**src/include/mac_port_map.svh**
```systemverilog
// offsets, field positions, reset values and timing counts of the mac-side port
`ifndef MAC_PORT_MAP_SVH
`define MAC_PORT_MAP_SVH

`define REG_INT_CTRL 5'h1b
`define REG_VENDOR_CTRL 5'h1f
`define INT_EN_MSB 15
`define INT_EN_LSB 8
`define INT_COND_MSB 7
`define INT_COND_LSB 0
`define IRQ_POL_BIT 9
`define INT_EN_RESET 8'h00
`define INT_COND_RESET 8'h00
`define IRQ_POL_RESET 1'h0
`define COND_LINK_UP 0
`define COND_LINK_DOWN 2
`define ERR_NIBBLE 4'he
`define PREAMBLE_NIBBLE 4'h5
`define IDLE_DIBIT 2'h0
`define CLK_PERIOD_NS 50
`define SQE_PULSE_NS 1000
`define SQE_CYCLES 5'((`SQE_PULSE_NS + `CLK_PERIOD_NS - 1) / `CLK_PERIOD_NS)
`define RMII_SLOW_LAST 4'h9
`define SYNC_W 19

`endif

```
**src/include/mac_port_pkg.sv**
```systemverilog
// types shared by the mac-side port design
package mac_port_pkg;

	typedef enum logic [2:0] {
		SYM_IDLE = 3'b000,
		SYM_JK = 3'b001,
		SYM_DATA = 3'b010,
		SYM_TR = 3'b011,
		SYM_ERR = 3'b100,
		SYM_PRE = 3'b101,
		SYM_SFD = 3'b110,
		SYM_EOF = 3'b111
	} sym_kind_t;

	typedef enum logic [1:0] {
		RX_IDLE = 2'b00,
		RX_PRE = 2'b01,
		RX_FRAME = 2'b10
	} rx_state_t;

endpackage

```
**src/verilog/pin_sync.sv**
```systemverilog
// two-stage synchroniser for a bundle of pin inputs
`timescale 1ns/10ps
module pin_sync #(
	parameter int W = 1
) (
	input wire logic clock,
	input wire logic rst,
	input wire logic [W-1:0] d,
	output logic [W-1:0] q
);
	logic [W-1:0] meta_reg;
	logic [W-1:0] meta_next;
	logic [W-1:0] q_next;

	always_comb begin
		meta_next = rst ? '0 : d;
		q_next = rst ? '0 : meta_reg;
	end

	always_ff @(posedge clock) begin
		meta_reg <= meta_next;
		q <= q_next;
	end
endmodule

```
**src/verilog/mii_rmii_mac_side_port.sv**
```systemverilog
// mac-facing mii / rmii data port with management interrupt register
`timescale 1ns/10ps
`include "mac_port_map.svh"

module mii_rmii_mac_side_port
	import mac_port_pkg::*;
(
	input wire logic clock,
	input wire logic rst,
	input wire logic crystal_ref_in,
	input wire logic line_rx_clk,
	input wire logic tx_en,
	input wire logic tx_er,
	input wire logic [3:0] txd,
	input wire logic rmii_mode,
	input wire logic speed_100,
	input wire logic full_duplex,
	input wire logic link_up,
	input wire logic autoneg_en,
	input wire logic line_carrier,
	input wire logic [4:0] phy_addr_strap,
	input wire logic line_sym_valid,
	input wire logic [2:0] line_sym_kind,
	input wire logic [3:0] line_sym_data,
	input wire logic [7:0] status_event,
	input wire logic mgmt_req,
	input wire logic mgmt_wr,
	input wire logic [4:0] mgmt_phy,
	input wire logic [4:0] mgmt_reg,
	input wire logic [15:0] mgmt_wdata,
	output logic tx_clk_out,
	output logic rx_clk_out,
	output logic [3:0] rxd,
	output logic rx_dv,
	output logic rx_er,
	output logic crs,
	output logic col,
	output logic line_tx_valid,
	output logic [3:0] line_tx_nibble,
	output logic line_tx_halt,
	output logic mgmt_ack,
	output logic [15:0] mgmt_rdata,
	output logic mgmt_irq_out
);
	logic [`SYNC_W-1:0] pins_s;
	logic ref_s, lrx_s, ten_s, ter_s, rmii_s, spd_s, fdx_s, lnk_s, an_s, car_s;
	logic [3:0] txd_s;
	logic [4:0] strap_s;

	pin_sync #(.W(`SYNC_W)) u_sync (
		.clock(clock),
		.rst(rst),
		.d({crystal_ref_in, line_rx_clk, tx_en, tx_er, txd, rmii_mode, speed_100,
			full_duplex, link_up, autoneg_en, line_carrier, phy_addr_strap}),
		.q(pins_s)
	);
	assign {ref_s, lrx_s, ten_s, ter_s, txd_s, rmii_s, spd_s, fdx_s, lnk_s, an_s, car_s, strap_s} = pins_s;

	// clocks and rate divider
	logic ref_prev_reg, ref_prev_next;
	logic rxclk_reg, rxclk_next;
	logic txclk_reg, txclk_next;
	logic [3:0] rate_cnt_reg, rate_cnt_next;
	logic ref_rise, rxclk_fall, rate_tick;

	always_comb begin
		ref_rise = ref_s & ~ref_prev_reg;
		rate_tick = spd_s | (rate_cnt_reg == `RMII_SLOW_LAST);
		ref_prev_next = ref_s;
		txclk_next = ref_s;
		rate_cnt_next = rate_cnt_reg;
		if (ref_rise) begin
			rate_cnt_next = rate_tick ? 4'h0 : rate_cnt_reg + 4'h1;
		end
		// recovered clock only while the line can supply it
		if (spd_s ? (lnk_s | an_s) : crs) begin
			rxclk_next = lrx_s;
		end else begin
			rxclk_next = ref_s;
		end
	end

	always_ff @(posedge clock) begin
		if (rst) begin
			ref_prev_reg <= 1'b0;
			rxclk_reg <= 1'b0;
			txclk_reg <= 1'b0;
			rate_cnt_reg <= 4'h0;
		end else begin
			ref_prev_reg <= ref_prev_next;
			rxclk_reg <= rxclk_next;
			txclk_reg <= txclk_next;
			rate_cnt_reg <= rate_cnt_next;
		end
	end
	assign rxclk_fall = rxclk_reg & ~rxclk_next;
	assign tx_clk_out = txclk_reg;
	assign rx_clk_out = rxclk_reg;

	// transmit path
	logic ten_prev_reg, ten_prev_next;
	logic tvalid_reg, tvalid_next;
	logic [3:0] tnib_reg, tnib_next;
	logic thalt_reg, thalt_next;
	logic half_reg, half_next;
	logic [1:0] lo_dibit_reg, lo_dibit_next;
	logic [4:0] sqe_reg, sqe_next;
	logic col_reg, col_next;

	always_comb begin
		ten_prev_next = ten_prev_reg;
		tvalid_next = 1'b0;
		tnib_next = tnib_reg;
		thalt_next = thalt_reg;
		half_next = half_reg;
		lo_dibit_next = lo_dibit_reg;
		sqe_next = (sqe_reg != 5'h0) ? sqe_reg - 5'h1 : 5'h0;
		if (ref_rise) begin
			ten_prev_next = ten_s;
			if (!rmii_s) begin
				if (ten_s) begin
					tvalid_next = 1'b1;
					tnib_next = txd_s;
					thalt_next = ter_s;
				end else if (ten_prev_reg && !spd_s && !fdx_s) begin
					sqe_next = `SQE_CYCLES;
				end
			end else if (rate_tick) begin
				// idle dibits outside enable are dropped, not decoded
				if (ten_s) begin
					half_next = ~half_reg;
					if (half_reg) begin
						tvalid_next = 1'b1;
						tnib_next = {txd_s[1:0], lo_dibit_reg};
						thalt_next = 1'b0;
					end else begin
						lo_dibit_next = txd_s[1:0];
					end
				end else begin
					half_next = 1'b0;
				end
			end
		end
		// level made from flops and registered, so it lags the pins by the sync delay plus one cycle
		col_next = !rmii_s && ((!fdx_s && ten_s && crs) || sqe_reg != 5'h0);
	end

	always_ff @(posedge clock) begin
		if (rst) begin
			ten_prev_reg <= 1'b0;
			tvalid_reg <= 1'b0;
			tnib_reg <= 4'h0;
			thalt_reg <= 1'b0;
			half_reg <= 1'b0;
			lo_dibit_reg <= 2'h0;
			sqe_reg <= 5'h0;
			col_reg <= 1'b0;
		end else begin
			ten_prev_reg <= ten_prev_next;
			tvalid_reg <= tvalid_next;
			tnib_reg <= tnib_next;
			thalt_reg <= thalt_next;
			half_reg <= half_next;
			lo_dibit_reg <= lo_dibit_next;
			sqe_reg <= sqe_next;
			col_reg <= col_next;
		end
	end
	assign line_tx_valid = tvalid_reg;
	assign line_tx_nibble = tnib_reg;
	assign line_tx_halt = thalt_reg;
	assign col = col_reg;

	// receive path
	rx_state_t rx_state_reg, rx_state_next;
	logic pend_reg, pend_next;
	sym_kind_t pkind_reg, pkind_next;
	logic [3:0] pdata_reg, pdata_next;
	logic [3:0] rxd_reg, rxd_next;
	logic dv_reg, dv_next, er_reg, er_next, crs_reg, crs_next;
	logic [3:0] shift_reg, shift_next;
	logic [1:0] left_reg, left_next;
	logic deliver;

	always_comb begin
		rx_state_next = rx_state_reg;
		pend_next = pend_reg;
		pkind_next = pkind_reg;
		pdata_next = pdata_reg;
		rxd_next = rxd_reg;
		dv_next = dv_reg;
		er_next = er_reg;
		crs_next = crs_reg;
		shift_next = shift_reg;
		left_next = left_reg;
		deliver = 1'b0;
		if (!rmii_s && rxclk_fall) begin
			deliver = pend_reg;
			er_next = 1'b0;
			if (pend_reg) begin
				case (pkind_reg)
					SYM_JK: begin
						crs_next = 1'b1;
						dv_next = 1'b1;
						rxd_next = `PREAMBLE_NIBBLE;
						rx_state_next = RX_FRAME;
					end
					SYM_PRE: begin
						crs_next = 1'b1;
						if (rx_state_reg == RX_IDLE) begin
							rx_state_next = RX_PRE;
						end
					end
					SYM_SFD: begin
						dv_next = 1'b1;
						rxd_next = pdata_reg;
						rx_state_next = RX_FRAME;
					end
					SYM_DATA: begin
						if (rx_state_reg == RX_FRAME) begin
							rxd_next = pdata_reg;
						end
					end
					SYM_ERR: begin
						er_next = 1'b1;
						rxd_next = `ERR_NIBBLE;
					end
					SYM_TR, SYM_EOF: begin
						crs_next = 1'b0;
						dv_next = 1'b0;
						rxd_next = 4'h0;
						rx_state_next = RX_IDLE;
					end
					SYM_IDLE: begin
						if (rx_state_reg == RX_FRAME && spd_s) begin
							crs_next = 1'b0;
							dv_next = 1'b0;
							er_next = 1'b1;
							rxd_next = 4'h0;
							rx_state_next = RX_IDLE;
						end
					end
					default: begin
						rx_state_next = RX_IDLE;
					end
				endcase
			end
		end else if (rmii_s) begin
			dv_next = 1'b0;
			if (car_s) begin
				crs_next = 1'b1;
			end
			if (ref_rise && rate_tick) begin
				er_next = 1'b0;
				if (left_reg != 2'h0) begin
					rxd_next = {2'h0, shift_reg[1:0]};
					shift_next = {2'h0, shift_reg[3:2]};
					left_next = left_reg - 2'h1;
				end else if (pend_reg && pkind_reg == SYM_ERR) begin
					deliver = 1'b1;
					er_next = crs_reg;
					rxd_next = {2'h0, `IDLE_DIBIT};
				end else if (pend_reg && (pkind_reg == SYM_DATA || pkind_reg == SYM_SFD)) begin
					deliver = 1'b1;
					rxd_next = {2'h0, pdata_reg[1:0]};
					shift_next = {2'h0, pdata_reg[3:2]};
					left_next = 2'h1;
				end else begin
					deliver = pend_reg;
					rxd_next = {2'h0, `IDLE_DIBIT};
					if (!car_s) begin
						crs_next = 1'b0;
					end
				end
			end
		end
		if (deliver) begin
			pend_next = 1'b0;
		end
		// a new symbol overwrites any one not yet delivered
		if (line_sym_valid) begin
			pend_next = 1'b1;
			pkind_next = sym_kind_t'(line_sym_kind);
			pdata_next = line_sym_data;
		end
	end

	always_ff @(posedge clock) begin
		if (rst) begin
			rx_state_reg <= RX_IDLE;
			pend_reg <= 1'b0;
			pkind_reg <= SYM_IDLE;
			pdata_reg <= 4'h0;
			rxd_reg <= 4'h0;
			dv_reg <= 1'b0;
			er_reg <= 1'b0;
			crs_reg <= 1'b0;
			shift_reg <= 4'h0;
			left_reg <= 2'h0;
		end else begin
			rx_state_reg <= rx_state_next;
			pend_reg <= pend_next;
			pkind_reg <= pkind_next;
			pdata_reg <= pdata_next;
			rxd_reg <= rxd_next;
			dv_reg <= dv_next;
			er_reg <= er_next;
			crs_reg <= crs_next;
			shift_reg <= shift_next;
			left_reg <= left_next;
		end
	end
	assign rxd = rxd_reg;
	assign rx_dv = dv_reg;
	assign rx_er = er_reg;
	assign crs = crs_reg;

	// management registers and interrupt
	logic [1:0] strap_cnt_reg, strap_cnt_next;
	logic [4:0] addr_reg, addr_next;
	logic [7:0] en_reg, en_next, cond_reg, cond_next;
	logic pol_reg, pol_next;
	logic lnk_prev_reg, lnk_prev_next;
	logic ack_reg, ack_next;
	logic [15:0] rdata_reg, rdata_next;
	logic irq_reg, irq_next;
	logic hit;
	logic [7:0] events;

	always_comb begin
		strap_cnt_next = strap_cnt_reg;
		addr_next = addr_reg;
		// strap seen only after it has crossed the synchroniser
		if (strap_cnt_reg != 2'h3) begin
			strap_cnt_next = strap_cnt_reg + 2'h1;
			addr_next = strap_s;
		end
		hit = mgmt_req && strap_cnt_reg == 2'h3 && mgmt_phy == addr_reg;
		events = status_event;
		events[`COND_LINK_UP] = status_event[`COND_LINK_UP] | (lnk_s & ~lnk_prev_reg);
		events[`COND_LINK_DOWN] = status_event[`COND_LINK_DOWN] | (~lnk_s & lnk_prev_reg);
		lnk_prev_next = lnk_s;
		en_next = en_reg;
		pol_next = pol_reg;
		cond_next = cond_reg;
		ack_next = hit;
		rdata_next = rdata_reg;
		if (hit && mgmt_wr) begin
			if (mgmt_reg == `REG_INT_CTRL) begin
				en_next = mgmt_wdata[`INT_EN_MSB:`INT_EN_LSB];
			end else if (mgmt_reg == `REG_VENDOR_CTRL) begin
				pol_next = mgmt_wdata[`IRQ_POL_BIT];
			end
		end else if (hit) begin
			rdata_next = 16'h0000;
			if (mgmt_reg == `REG_INT_CTRL) begin
				rdata_next = {en_reg, cond_reg};
				cond_next = `INT_COND_RESET;
			end else if (mgmt_reg == `REG_VENDOR_CTRL) begin
				rdata_next[`IRQ_POL_BIT] = pol_reg;
			end
		end
		// an event in the clearing cycle survives the read
		cond_next = cond_next | events;
		irq_next = pol_next ~^ (|(cond_next & en_next));
	end

	always_ff @(posedge clock) begin
		if (rst) begin
			strap_cnt_reg <= 2'h0;
			addr_reg <= 5'h00;
			en_reg <= `INT_EN_RESET;
			cond_reg <= `INT_COND_RESET;
			pol_reg <= `IRQ_POL_RESET;
			lnk_prev_reg <= 1'b0;
			ack_reg <= 1'b0;
			rdata_reg <= 16'h0000;
			irq_reg <= 1'b1;
		end else begin
			strap_cnt_reg <= strap_cnt_next;
			addr_reg <= addr_next;
			en_reg <= en_next;
			cond_reg <= cond_next;
			pol_reg <= pol_next;
			lnk_prev_reg <= lnk_prev_next;
			ack_reg <= ack_next;
			rdata_reg <= rdata_next;
			irq_reg <= irq_next;
		end
	end
	assign mgmt_ack = ack_reg;
	assign mgmt_rdata = rdata_reg;
	assign mgmt_irq_out = irq_reg;
endmodule

```
**config.mk**
```make
export PLATFORM = sky130hd
export DESIGN_NAME = mii_rmii_mac_side_port
export DESIGN_NICKNAME = d
export VERILOG_FILES = /design/src/include/mac_port_pkg.sv /design/src/verilog/pin_sync.sv /design/src/verilog/mii_rmii_mac_side_port.sv
export VERILOG_INCLUDE_DIRS = /design/src /design/src/include
export SDC_FILE = /design/constraint.sdc
export NUM_CORES = 1
export LEC_CHECK = 0
export BUFFER_PORTS_ARGS = -buffer_cell sky130_fd_sc_hd__buf_2
export CAP_MARGIN = 5
export CORE_MARGIN = 3
export CORE_UTILIZATION = 36
export CTS_BUF_LIST = sky130_fd_sc_hd__clkbuf_8
export CTS_CLUSTER_SIZE = 28
export DETAILED_ROUTE_END_ITERATION = 6
export SYNTH_ARGS = -nofsm -noshare
export SYNTH_HDL_FRONTEND = slang
export SYNTH_SLANG_ARGS = --single-unit
```
**constraint.sdc**
```tcl
create_clock -name clock -period 5 [get_ports clock]
set_clock_uncertainty 0.1 [all_clocks]
set_input_delay 0.75 -clock clock [delete_from_list [all_inputs] [get_ports clock]]
set_output_delay 0.75 -clock clock [all_outputs]
set_load 0.05 [all_outputs]
```
==> results of run 1 <==
==> metrics by stage <==
step                      hold slack [ps]  utilization [%]  worst slack [ps]  total power [W]
after floorplan                       313                -              1890          0.00123
after global placement                320             41.6              1630          0.00129
after detailed placement              321             41.6              1580          0.00130
after CTS                             336             44.7              1760          0.00217
after global routing                  356             44.7              1620          0.00224
final                                 333             44.7              1770          0.00214
==> worst max-delay path: cells and delay by family (launching register included) <==
kind	cells	cell delay (ps)
adder cells (fa/ha/maj)	1	450
multiplexers	1	150
flip-flops	1	360
AO/OA/AOI/OAI	2	770
AND/OR/NAND/NOR	4	1280
==> Yosys cell counts (2+ instances only) <==
cell      number  area share, %
nand4b_1       3           0.56
ha_1           4            1.1
o21ai_0        7           0.75
a22oi_1        4           0.64
or2_2          4           0.53
inv_1         14            1.1
clkbuf_1      22            1.8
o31ai_1        6           0.96
o22a_1         3           0.56
nand2b_1       6           0.80
nand3_1       24            2.6
nand3b_1       3           0.48
xor2_1         8            1.5
buf_1          3           0.24
nand4_1        5           0.67
a211oi_1      12            1.9
or3_1          2           0.27
nor2_1        61            4.9
a31oi_1        2           0.27
nor3_1         6           0.64
xnor2_1        3           0.56
nor4_1         4           0.53
nand2_1       30            2.4
a311oi_1       2           0.37
nor2b_1       44            5.9
a21oi_1       46            4.9
nor3b_1        2           0.32
dfxtp_1      124             53
or3b_2         4           0.75
mux2i_1       30            6.4
==> logic make-up (layout without fill, tap and decap cells) <==
| kind of cell | count (synthesis) | count (layout) | share of synthesized area [%] |
|---|---|---|---|
| buf+inv | 41 | 139 | 3.47 |
| fa+ha+maj | 4 | 4 | 1.07 |
| simple gates | 201 | 201 | 21.9 |
| xor+xnor | 11 | 11 | 2.06 |
| flops | 124 | 124 | 53.0 |
| mux | 31 | 31 | 6.65 |
| compound gates | 90 | 90 | 11.9 |
==> power breakdown <==
part | switching [W] | total [W] | internal, W | leakage [nW]
clock network | 0.000364 | 0.000864 | 0.000499 | 0.222
logic | 0.000115 | 0.000202 | 0.0000877 | 1.11
registers | 0.0000321 | 0.00107 | 0.00104 | 1.01
==> area by class of cell <==
cell class / count / area share (%)
sequential: 124 / 43.8
multi-input combinational: 337 / 36.0
timing repair buffer: 93 / 8.39
clock buffer: 22 / 5.34
tap: 172 / 3.80
clock inverter: 10 / 1.70
inverter: 14 / 0.928
==> routing by layer <==
metal | vias up | track usage, % | share of wire (%)
met5 | - | 0 | 0
met4 | 0 | 6.59 | 1.7
met3 | 14 | 4.34 | 5.2
met2 | 89 | 21.0 | 45
met1 | 1671 | 18.0 | 48
li1 | 1896 | - | -
==> worst max path at each step <==
stage,start,endpoint,cells past startpoint
after floorplan,mgmt_phy[4],mgmt_irq_out,8
after global placement,mgmt_phy[4],mgmt_irq_out,8
after detailed placement,mgmt_phy[4],mgmt_irq_out,8
after CTS,strap_cnt_reg[0],mgmt_irq_out,8
after global routing,strap_cnt_reg[0],mgmt_irq_out,8
final,strap_cnt_reg[0],mgmt_irq_out,8
==> summary.txt, run 1 <==
Min path
  – Hold path depth: 1
  – Hold Crit Start: u_sync.meta_reg[2]
  – Hold Crit Class: flip-flop to flip-flop
  – WHS Endpoint: u_sync.q[2]

Status
  – Outcome: completed

GRT
  – Largest net degree at the start of global routing: 69
  – First-pass GRT wire length: around 16000 µm
  – Initial antenna violation count: 0
  – Gr ovfl total: 0
  – Vias in the first global route: roughly 3400
  – GRT Total Usage: about 14%

Synth
  – Net count after synthesis: 571
  – Async SR Flop Fraction: 0%
  – Syn_area_per_cell: 9.33 µm²
  – Post-synth EDFFs: 0
  – Post-Synthesis Cells: 502
  – Sequential cell area fraction in the yosys report: 53.0%
  – Synthesized flop and latch total: 124
  – YS warnings: 0
  – Synth unique cells: 44
  – Synth Flop Type: dfxtp_1
  – Post-Syn Area: 0.00469 mm²

Timing
  – Final Hold Violating Endpoints: 0
  – Max Fclk: roughly 310 MHz
  – Final TNS setup: 0 ps
  – Period utilization: roughly 65%
  – Slew HR: 35.4%
  – Unrepaired setup endpoints after global routing: no
  – Least-Margin Pin Slew: a little under 1000 ps
  – Max-slew violations: 0
  – Clock period minus final worst setup slack: 3230 ps
  – Setup Viol. Count Final: 0

Worst setup path
  – Critical path type: flip-flop to flip-flop
  – Crit path cell chain: ha_1 > nand2_1 > or4_4 > or3_4 > a221o_1 > a2111oi_1 > nand3_1 > mux2i_1
  – WP data arrival: 3450 ps
  – Startpoint types: flip-flop
  – CP required: 5220 ps
  – Critical Path Slowest Stage Cell: or4_4
  – Worst r2r src: strap_cnt_reg[0]
  – Critical path's largest stage delay: 510 ps
  – Setup crit end kind: flip-flop
  – Max FO, Critical Path: 10
  – Path depth of the worst reg2reg path: 8
  – Worst reg-to-reg setup slack: 1770 ps
  – FF-to-FF End: mgmt_irq_out

Floorplanning
  – Row count: 41
  – IO Pins: 99
  – Die width: 120 µm
  – Core Box Area: 0.0127 mm²
  – DIE AREA: around 0.014 mm²
  – Die Ht: around 120 µm
  – Starting Density: ~37%

Routing
  – Post-Route WL: 9820 µm
  – Via Count: 3670
  – Drt first-iter violations: 169
  – Residual DRC count: 0
  – Post-route ant nets: 0
  – Pre-Repair DR Iteration Count: 4
  – Vias/cell: 4.75
  – WL/cell: approximately 13 µm

Place
  – RePlAce Congestion: 0.854
  – IO buf count: 90
  – Post-Place Cells: 740
  – Detailed Place HPWL: 6950 µm
  – Area after DPL: 0.00527 mm²

Layout
  – Commonest non-fill, non-tap cell in the layout: dfxtp_1
  – Final #Nets: 656
  – Share of layout cells above drive strength 1: 22.3%
  – Non-filler cells in the finished layout: 772
  – Layout area overhead: 20.9%
  – Register Area: 0.00248 mm²
  – N_diodes: 0
  – Design Area, Final: ~0.0057 mm²
  – Most frequent cells in the layout: dfxtp_1 (124), buf_2 (89), nor2_1 (61)
  – Multi-input logic area: 0.00204 mm²
  – Fillers: 1287

CTS
  – Post-CTS Setup Bufs: 0
  – CTS Hold Bufs: 0
  – Clk pin slew, worst setup/hold paths: 60 ps
  – Bufs on Longest Clock Path: 2
  – Sink Count: 124
  – TritonCTS Buffers: 17
  – CTS root buf: clkbuf_8
  – CTS H-tree depth: 4
  – CTS tree: built
  – Post-CTS Resized: 0
  – Worst-skew pair later-pin latency: 430 ps

Run
  – Max_cap viols: 0

Pwr
  – VDD IR max: 0.144 mV
  – Pleak: ~2.3 nW
  – PD cells: 377 mW/mm²
Note: power is estimated with default switching activity, not from simulation.
==> run 2: changes to the inputs <==
clock period = 2.65 ns   (was 5 ns; I/O delays follow)
==> run 2 against run 1 <==
Against the previous run:
- via count increased by 3.7%
- non-clock buffer count increased by 20
- maximum frequency increased by 26%
- global-route usage increased by 0.98 points
- first-iteration DRC count increased by 7.1%
- count of clock-buffer cells in the layout decreased by 3
- critical endpoint unchanged
- wire length increased by 4.7%
- cell count increased by 2.6%
==> summary.txt, run 2 (same netlist as run 1, synthesis figures left out) <==
Status
  – Outcome: completed

CTS
  – Clk pin slew, worst setup/hold paths: 70 ps
  – TritonCTS Buffers: 17
  – CTS tree: built
  – Sink Count: 124
  – CTS Hold Bufs: 0
  – CTS H-tree depth: 4
  – Bufs on Longest Clock Path: 2
  – Worst-skew pair later-pin latency: 430 ps
  – CTS root buf: clkbuf_8

Timing
  – Least-Margin Pin Slew: 752 ps
  – Final worst setup slack: 82.7 ps
  – Max Fclk: ~390 MHz
  – Clock period minus final worst setup slack: 2570 ps
  – Final TNS setup: 0 ps
  – Slew HR: about half
  – Setup Viol. Count Final: 0
  – Period utilization: between 90% and 100%
  – Unrepaired setup endpoints after global routing: yes
  – Max-slew violations: 0
  – Final Hold Violating Endpoints: 0

Floorplanning
  – Row count: around 40
  – IO Pins: 99
  – Die Ht: 120 µm
  – Die width: 120 µm
  – Core Box Area: 0.0127 mm²
  – Starting Density: 37.0%
  – DIE AREA: ~0.014 mm²

Layout
  – Layout area overhead: 26.0%
  – Commonest non-fill, non-tap cell in the layout: dfxtp_1
  – Share of layout cells above drive strength 1: 26.5%
  – Fin util: 46.6%
  – Most frequent cells in the layout: dfxtp_1 (122), buf_2 (89), nor2_1 (61)
  – Non-filler cells in the finished layout: between 700 and 800
  – N_diodes: 0
  – Fillers: 1251
  – Final #Nets: 676

GRT
  – GRT Total Usage: about 15%
  – First-pass GRT wire length: ~17000 µm
  – Initial antenna violation count: 0
  – Vias in the first global route: 3696
  – Largest net degree at the start of global routing: 74
  – Gr ovfl total: 0

Pwr
  – Pleak: 2.45 nW
  – PD cells: approximately 730 mW/mm²
  – VDD IR max: 0.420 mV
  – Final total power: 0.00430 W

Worst setup path
  – Path depth of the worst reg2reg path: 7
  – FF-to-FF End: mgmt_irq_out
  – Worst reg-to-reg setup slack: slightly above 80 ps
  – Worst r2r src: addr_reg[4]
  – Critical path type: flip-flop to flip-flop
  – Crit path buf inv count: 0
  – Setup crit end kind: flip-flop
  – Crit path cell chain: xor2_1 > or4_4 > or3_4 > a221o_1 > a2111oi_2 > nand3_1 > mux2i_1
  – Startpoint types: flip-flop
  – CP top delay family: simple AND/OR/NAND/NOR gates
  – WP data arrival: 2780 ps
  – CP required: 2860 ps
  – Critical path's largest stage delay: between 500 and 600 ps
  – Critical Path Slowest Stage Cell: or4_4
  – Max FO, Critical Path: 2

Routing
  – Residual DRC count: 0
  – Pre-Repair DR Iteration Count: 5
  – Drt first-iter violations: 181
  – Via Count: 3806
  – Vias/cell: 4.81
  – Post-Route WL: roughly 10000 µm
  – WL/cell: about 13 µm
  – Post-route ant nets: 0

Place
  – Post-Place Cells: between 700 and 800
  – Detailed Place HPWL: about 7300 µm
  – RePlAce Congestion: 0.886
  – IO buf count: 90
  – Setup WS pre-CTS: -87.5 ps

Min path
  – Hold path depth: 2
  – Hold Crit Start: tx_en
  – Hold Crit Class: input pin to flip-flop
  – WHS Endpoint: u_sync.meta_reg[16]

Run
  – Max_cap viols: 0
[run 2: final cells by class]
type / instances / area [µm²] / area share [%]
Inverter: 14 / 52.6 / 0.890
Sequential cell: 124 / 2480 / 42.1
Clock buffer: 19 / 262 / 4.43
Clock inverter: 13 / 196 / 3.33
Multi-Input combinational cell: 337 / 2070 / 35.0
Tap cell: 172 / 215 / 3.65
Timing Repair Buffer: 113 / 626 / 10.6
[run 2: layer usage]
layer | global-route usage, % | wire length [µm]
met1 | 19.5 | 4810
met2 | 22.4 | 4690
met3 | 4.71 | 554
met4 | 6.59 | 225
met5 | 0 | 0
[run 2: metrics by stage]
step	hold WS (ps)	area, µm²
after floorplan	313	4700
after global placement	319	5430
after detailed placement	321	5430
after CTS	41.8	5890
after global routing	41.7	5900
final	79.8	5900
[run 2: power breakdown]
| part | total, W | internal [W] | switching (W) |
|---|---|---|---|
| Sequential | 0.00201 | 0.00196 | 0.0000568 |
| Clock | 0.00188 | 0.00116 | 0.000722 |
| Combinational | 0.000406 | 0.000181 | 0.000225 |
[run 2: what timing repair did]
action | in CTS | in global routing
gates resized for setup | 0 | 4
endpoints found under the setup margin | 0 | 1
setup buffers | 0 | 0
[run 2: worst max-delay path by stage]
stage	from	end	slack, ps	cells after the start
after floorplan	mgmt_phy[4]	mgmt_irq_out	-9	8
after global placement	mgmt_phy[4]	mgmt_irq_out	-50	8
after detailed placement	mgmt_phy[4]	mgmt_irq_out	-90	8
after CTS	addr_reg[4]	mgmt_irq_out	70	7
after global routing	addr_reg[4]	mgmt_irq_out	-30	7
final	addr_reg[4]	mgmt_irq_out	80	7
==> run 3: changes to the inputs <==
CELL_PAD_IN_SITES_DETAIL_PLACEMENT = 0   (was default)
CELL_PAD_IN_SITES_GLOBAL_PLACEMENT = 1   (was default)
PLACE_DENSITY_LB_ADDON = 0.1   (was default)
==> run 3 against run 2 <==
Against the previous run:
- sequential share of layout area is 0.13 points higher
- core utilization is 0.15 points lower
- non-clock buffer count stayed put
- critical path type unchanged
==> summary.txt, run 3 (same netlist as run 1, synthesis figures left out) <==
Status
  – Outcome: completed

Floorplanning
  – Die width: 120 µm
  – Row count: 41
  – DIE AREA: 0.0144 mm²
  – Core Box Area: 0.0127 mm²
  – IO Pins: 99
  – Die Ht: approximately 120 µm
  – Starting Density: between 30% and 40%

Place
  – RePlAce Congestion: 0.819
  – Detailed Place HPWL: 7280 µm
  – Area after DPL: 0.00543 mm²
  – Post-Place Cells: 760
  – IO buf count: 90

Routing
  – Vias/cell: 4.74
  – Post-Route WL: 10300 µm
  – Residual DRC count: 0
  – Post-route ant nets: 0
  – Via Count: 3754
  – Drt first-iter violations: between 150 and 200
  – Pre-Repair DR Iteration Count: 4
  – WL/cell: between 10 and 15 µm

Layout
  – Commonest non-fill, non-tap cell in the layout: dfxtp_1
  – Register Area: 0.00248 mm²
  – N_diodes: 0
  – Fillers: 1264
  – Non-filler cells in the finished layout: approximately 790
  – Fin util: a little under half
  – Final #Nets: 676
  – Most frequent cells in the layout: dfxtp_1 (122), buf_2 (89), nor2_1 (61)
  – Share of layout cells above drive strength 1: 26.5%
  – Layout area overhead: 25.6%
  – Multi-input logic area: about 0.0021 mm²
  – Design Area, Final: 0.00588 mm²

Timing
  – Setup Viol. Count Final: 0
  – Least-Margin Pin Slew: 722 ps
  – Max-slew violations: 0
  – Clock period minus final worst setup slack: 2560 ps
  – Unrepaired setup endpoints after global routing: yes
  – Slew HR: 51.9%
  – Final hold slack: around 74 ps
  – Final Hold Violating Endpoints: 0
  – Max Fclk: 391 MHz
  – Period utilization: 96.5%

CTS
  – Clk pin slew, worst setup/hold paths: 70 ps
  – Bufs on Longest Clock Path: 2
  – Sink Count: 124
  – CTS root buf: clkbuf_8
  – Worst-skew pair later-pin latency: 430 ps
  – CTS H-tree depth: 4
  – TritonCTS Buffers: 17
  – CTS tree: built

Pwr
  – Final total power: 0.00415 W
  – VDD IR max: 0.359 mV
  – PD cells: between 700 and 800 mW/mm²
  – Pleak: 2.44 nW

Min path
  – Hold Crit Class: input pin to flip-flop
  – Hold Crit Start: phy_addr_strap[4]
  – WHS Endpoint: u_sync.meta_reg[4]
  – Hold path depth: 2

Worst setup path
  – Max FO, Critical Path: 2
  – Critical Path Slowest Stage Cell: or4_4
  – WP data arrival: 2780 ps
  – Critical path type: flip-flop to flip-flop
  – Path depth of the worst reg2reg path: 7
  – Worst reg-to-reg setup slack: 90 ps
  – Startpoint types: flip-flop
  – Setup crit end kind: flip-flop
  – CP required: 2870 ps
  – Crit path cell chain: xor2_1 > or4_4 > or3_4 > a221o_1 > a2111oi_4 > nand3_1 > mux2i_1
  – CP top delay family: simple AND/OR/NAND/NOR gates
  – Crit path buf inv count: 0
  – FF-to-FF End: mgmt_irq_out
  – Worst r2r src: addr_reg[4]
  – Critical path's largest stage delay: 550 ps

GRT
  – Vias in the first global route: 3501
  – Initial antenna violation count: 0
  – Gr ovfl total: 0
  – GRT Total Usage: between 10 and 15%
  – Largest net degree at the start of global routing: 73
  – First-pass GRT wire length: 16800 µm

Run
  – Max_cap viols: 0
[run 3: what timing repair did]
action                     4_1_cts  5_1_grt
hold endpoints to repair         0        0
setup endpoints to repair        0        1
hold buffers                     0        0
setup buffers                    0        0
gates resized for setup          0        6
[run 3: worst reg2reg max path, delay by kind of cell (launching register included)]
family | cells | cell delay (ps)
simple gates | 3 | 1040
compound gates | 2 | 690
flops | 1 | 330
xor+xnor | 1 | 170
mux | 1 | 130
[run 3: area by class of cell]
| class | instances | share of cell area [%] |
|---|---|---|
| clock inverter | 12 | 2.49 |
| clock buffer | 20 | 4.68 |
| timing repair buffer | 113 | 10.6 |
| inverter | 14 | 0.893 |
| sequential | 124 | 42.2 |
| tap | 172 | 3.66 |
| multi-input combinational | 337 | 35.4 |
[run 3: how the worst max path moves through the flow]
stage,startpoint,endpoint,slack (ps),depth (start not counted)
floorplan,mgmt_phy[4],mgmt_irq_out,-9,8
global placement,mgmt_phy[4],mgmt_irq_out,-80,8
detailed placement,mgmt_phy[4],mgmt_irq_out,-110,8
CTS,addr_reg[4],mgmt_irq_out,60,7
global route,addr_reg[4],mgmt_irq_out,-20,7
finish,addr_reg[4],mgmt_irq_out,90,7
[run 3: per-stage QoR]
stage          TNS [ps]  worst slack [ps]
2_1_floorplan     -9.40             -9.40
3_3_place_gp      -82.7             -82.7
3_5_place_dp       -107              -107
4_1_cts               0              62.5
5_1_grt           -16.8             -16.8
6_report              0              92.8
[run 3: layer usage]
metal / track usage (%) / wire, µm
met2: 22.1 / 4690
met4: 7.37 / 203
met3: 4.67 / 491
met5: 0 / 0
met1: 19.3 / 4910
[run 3: where the power goes]
group	internal (W)	leakage [nW]	switching [W]
logic	0.000182	1.21	0.000224
registers	0.00196	1.01	0.0000566
clock network	0.000996	0.209	0.000735
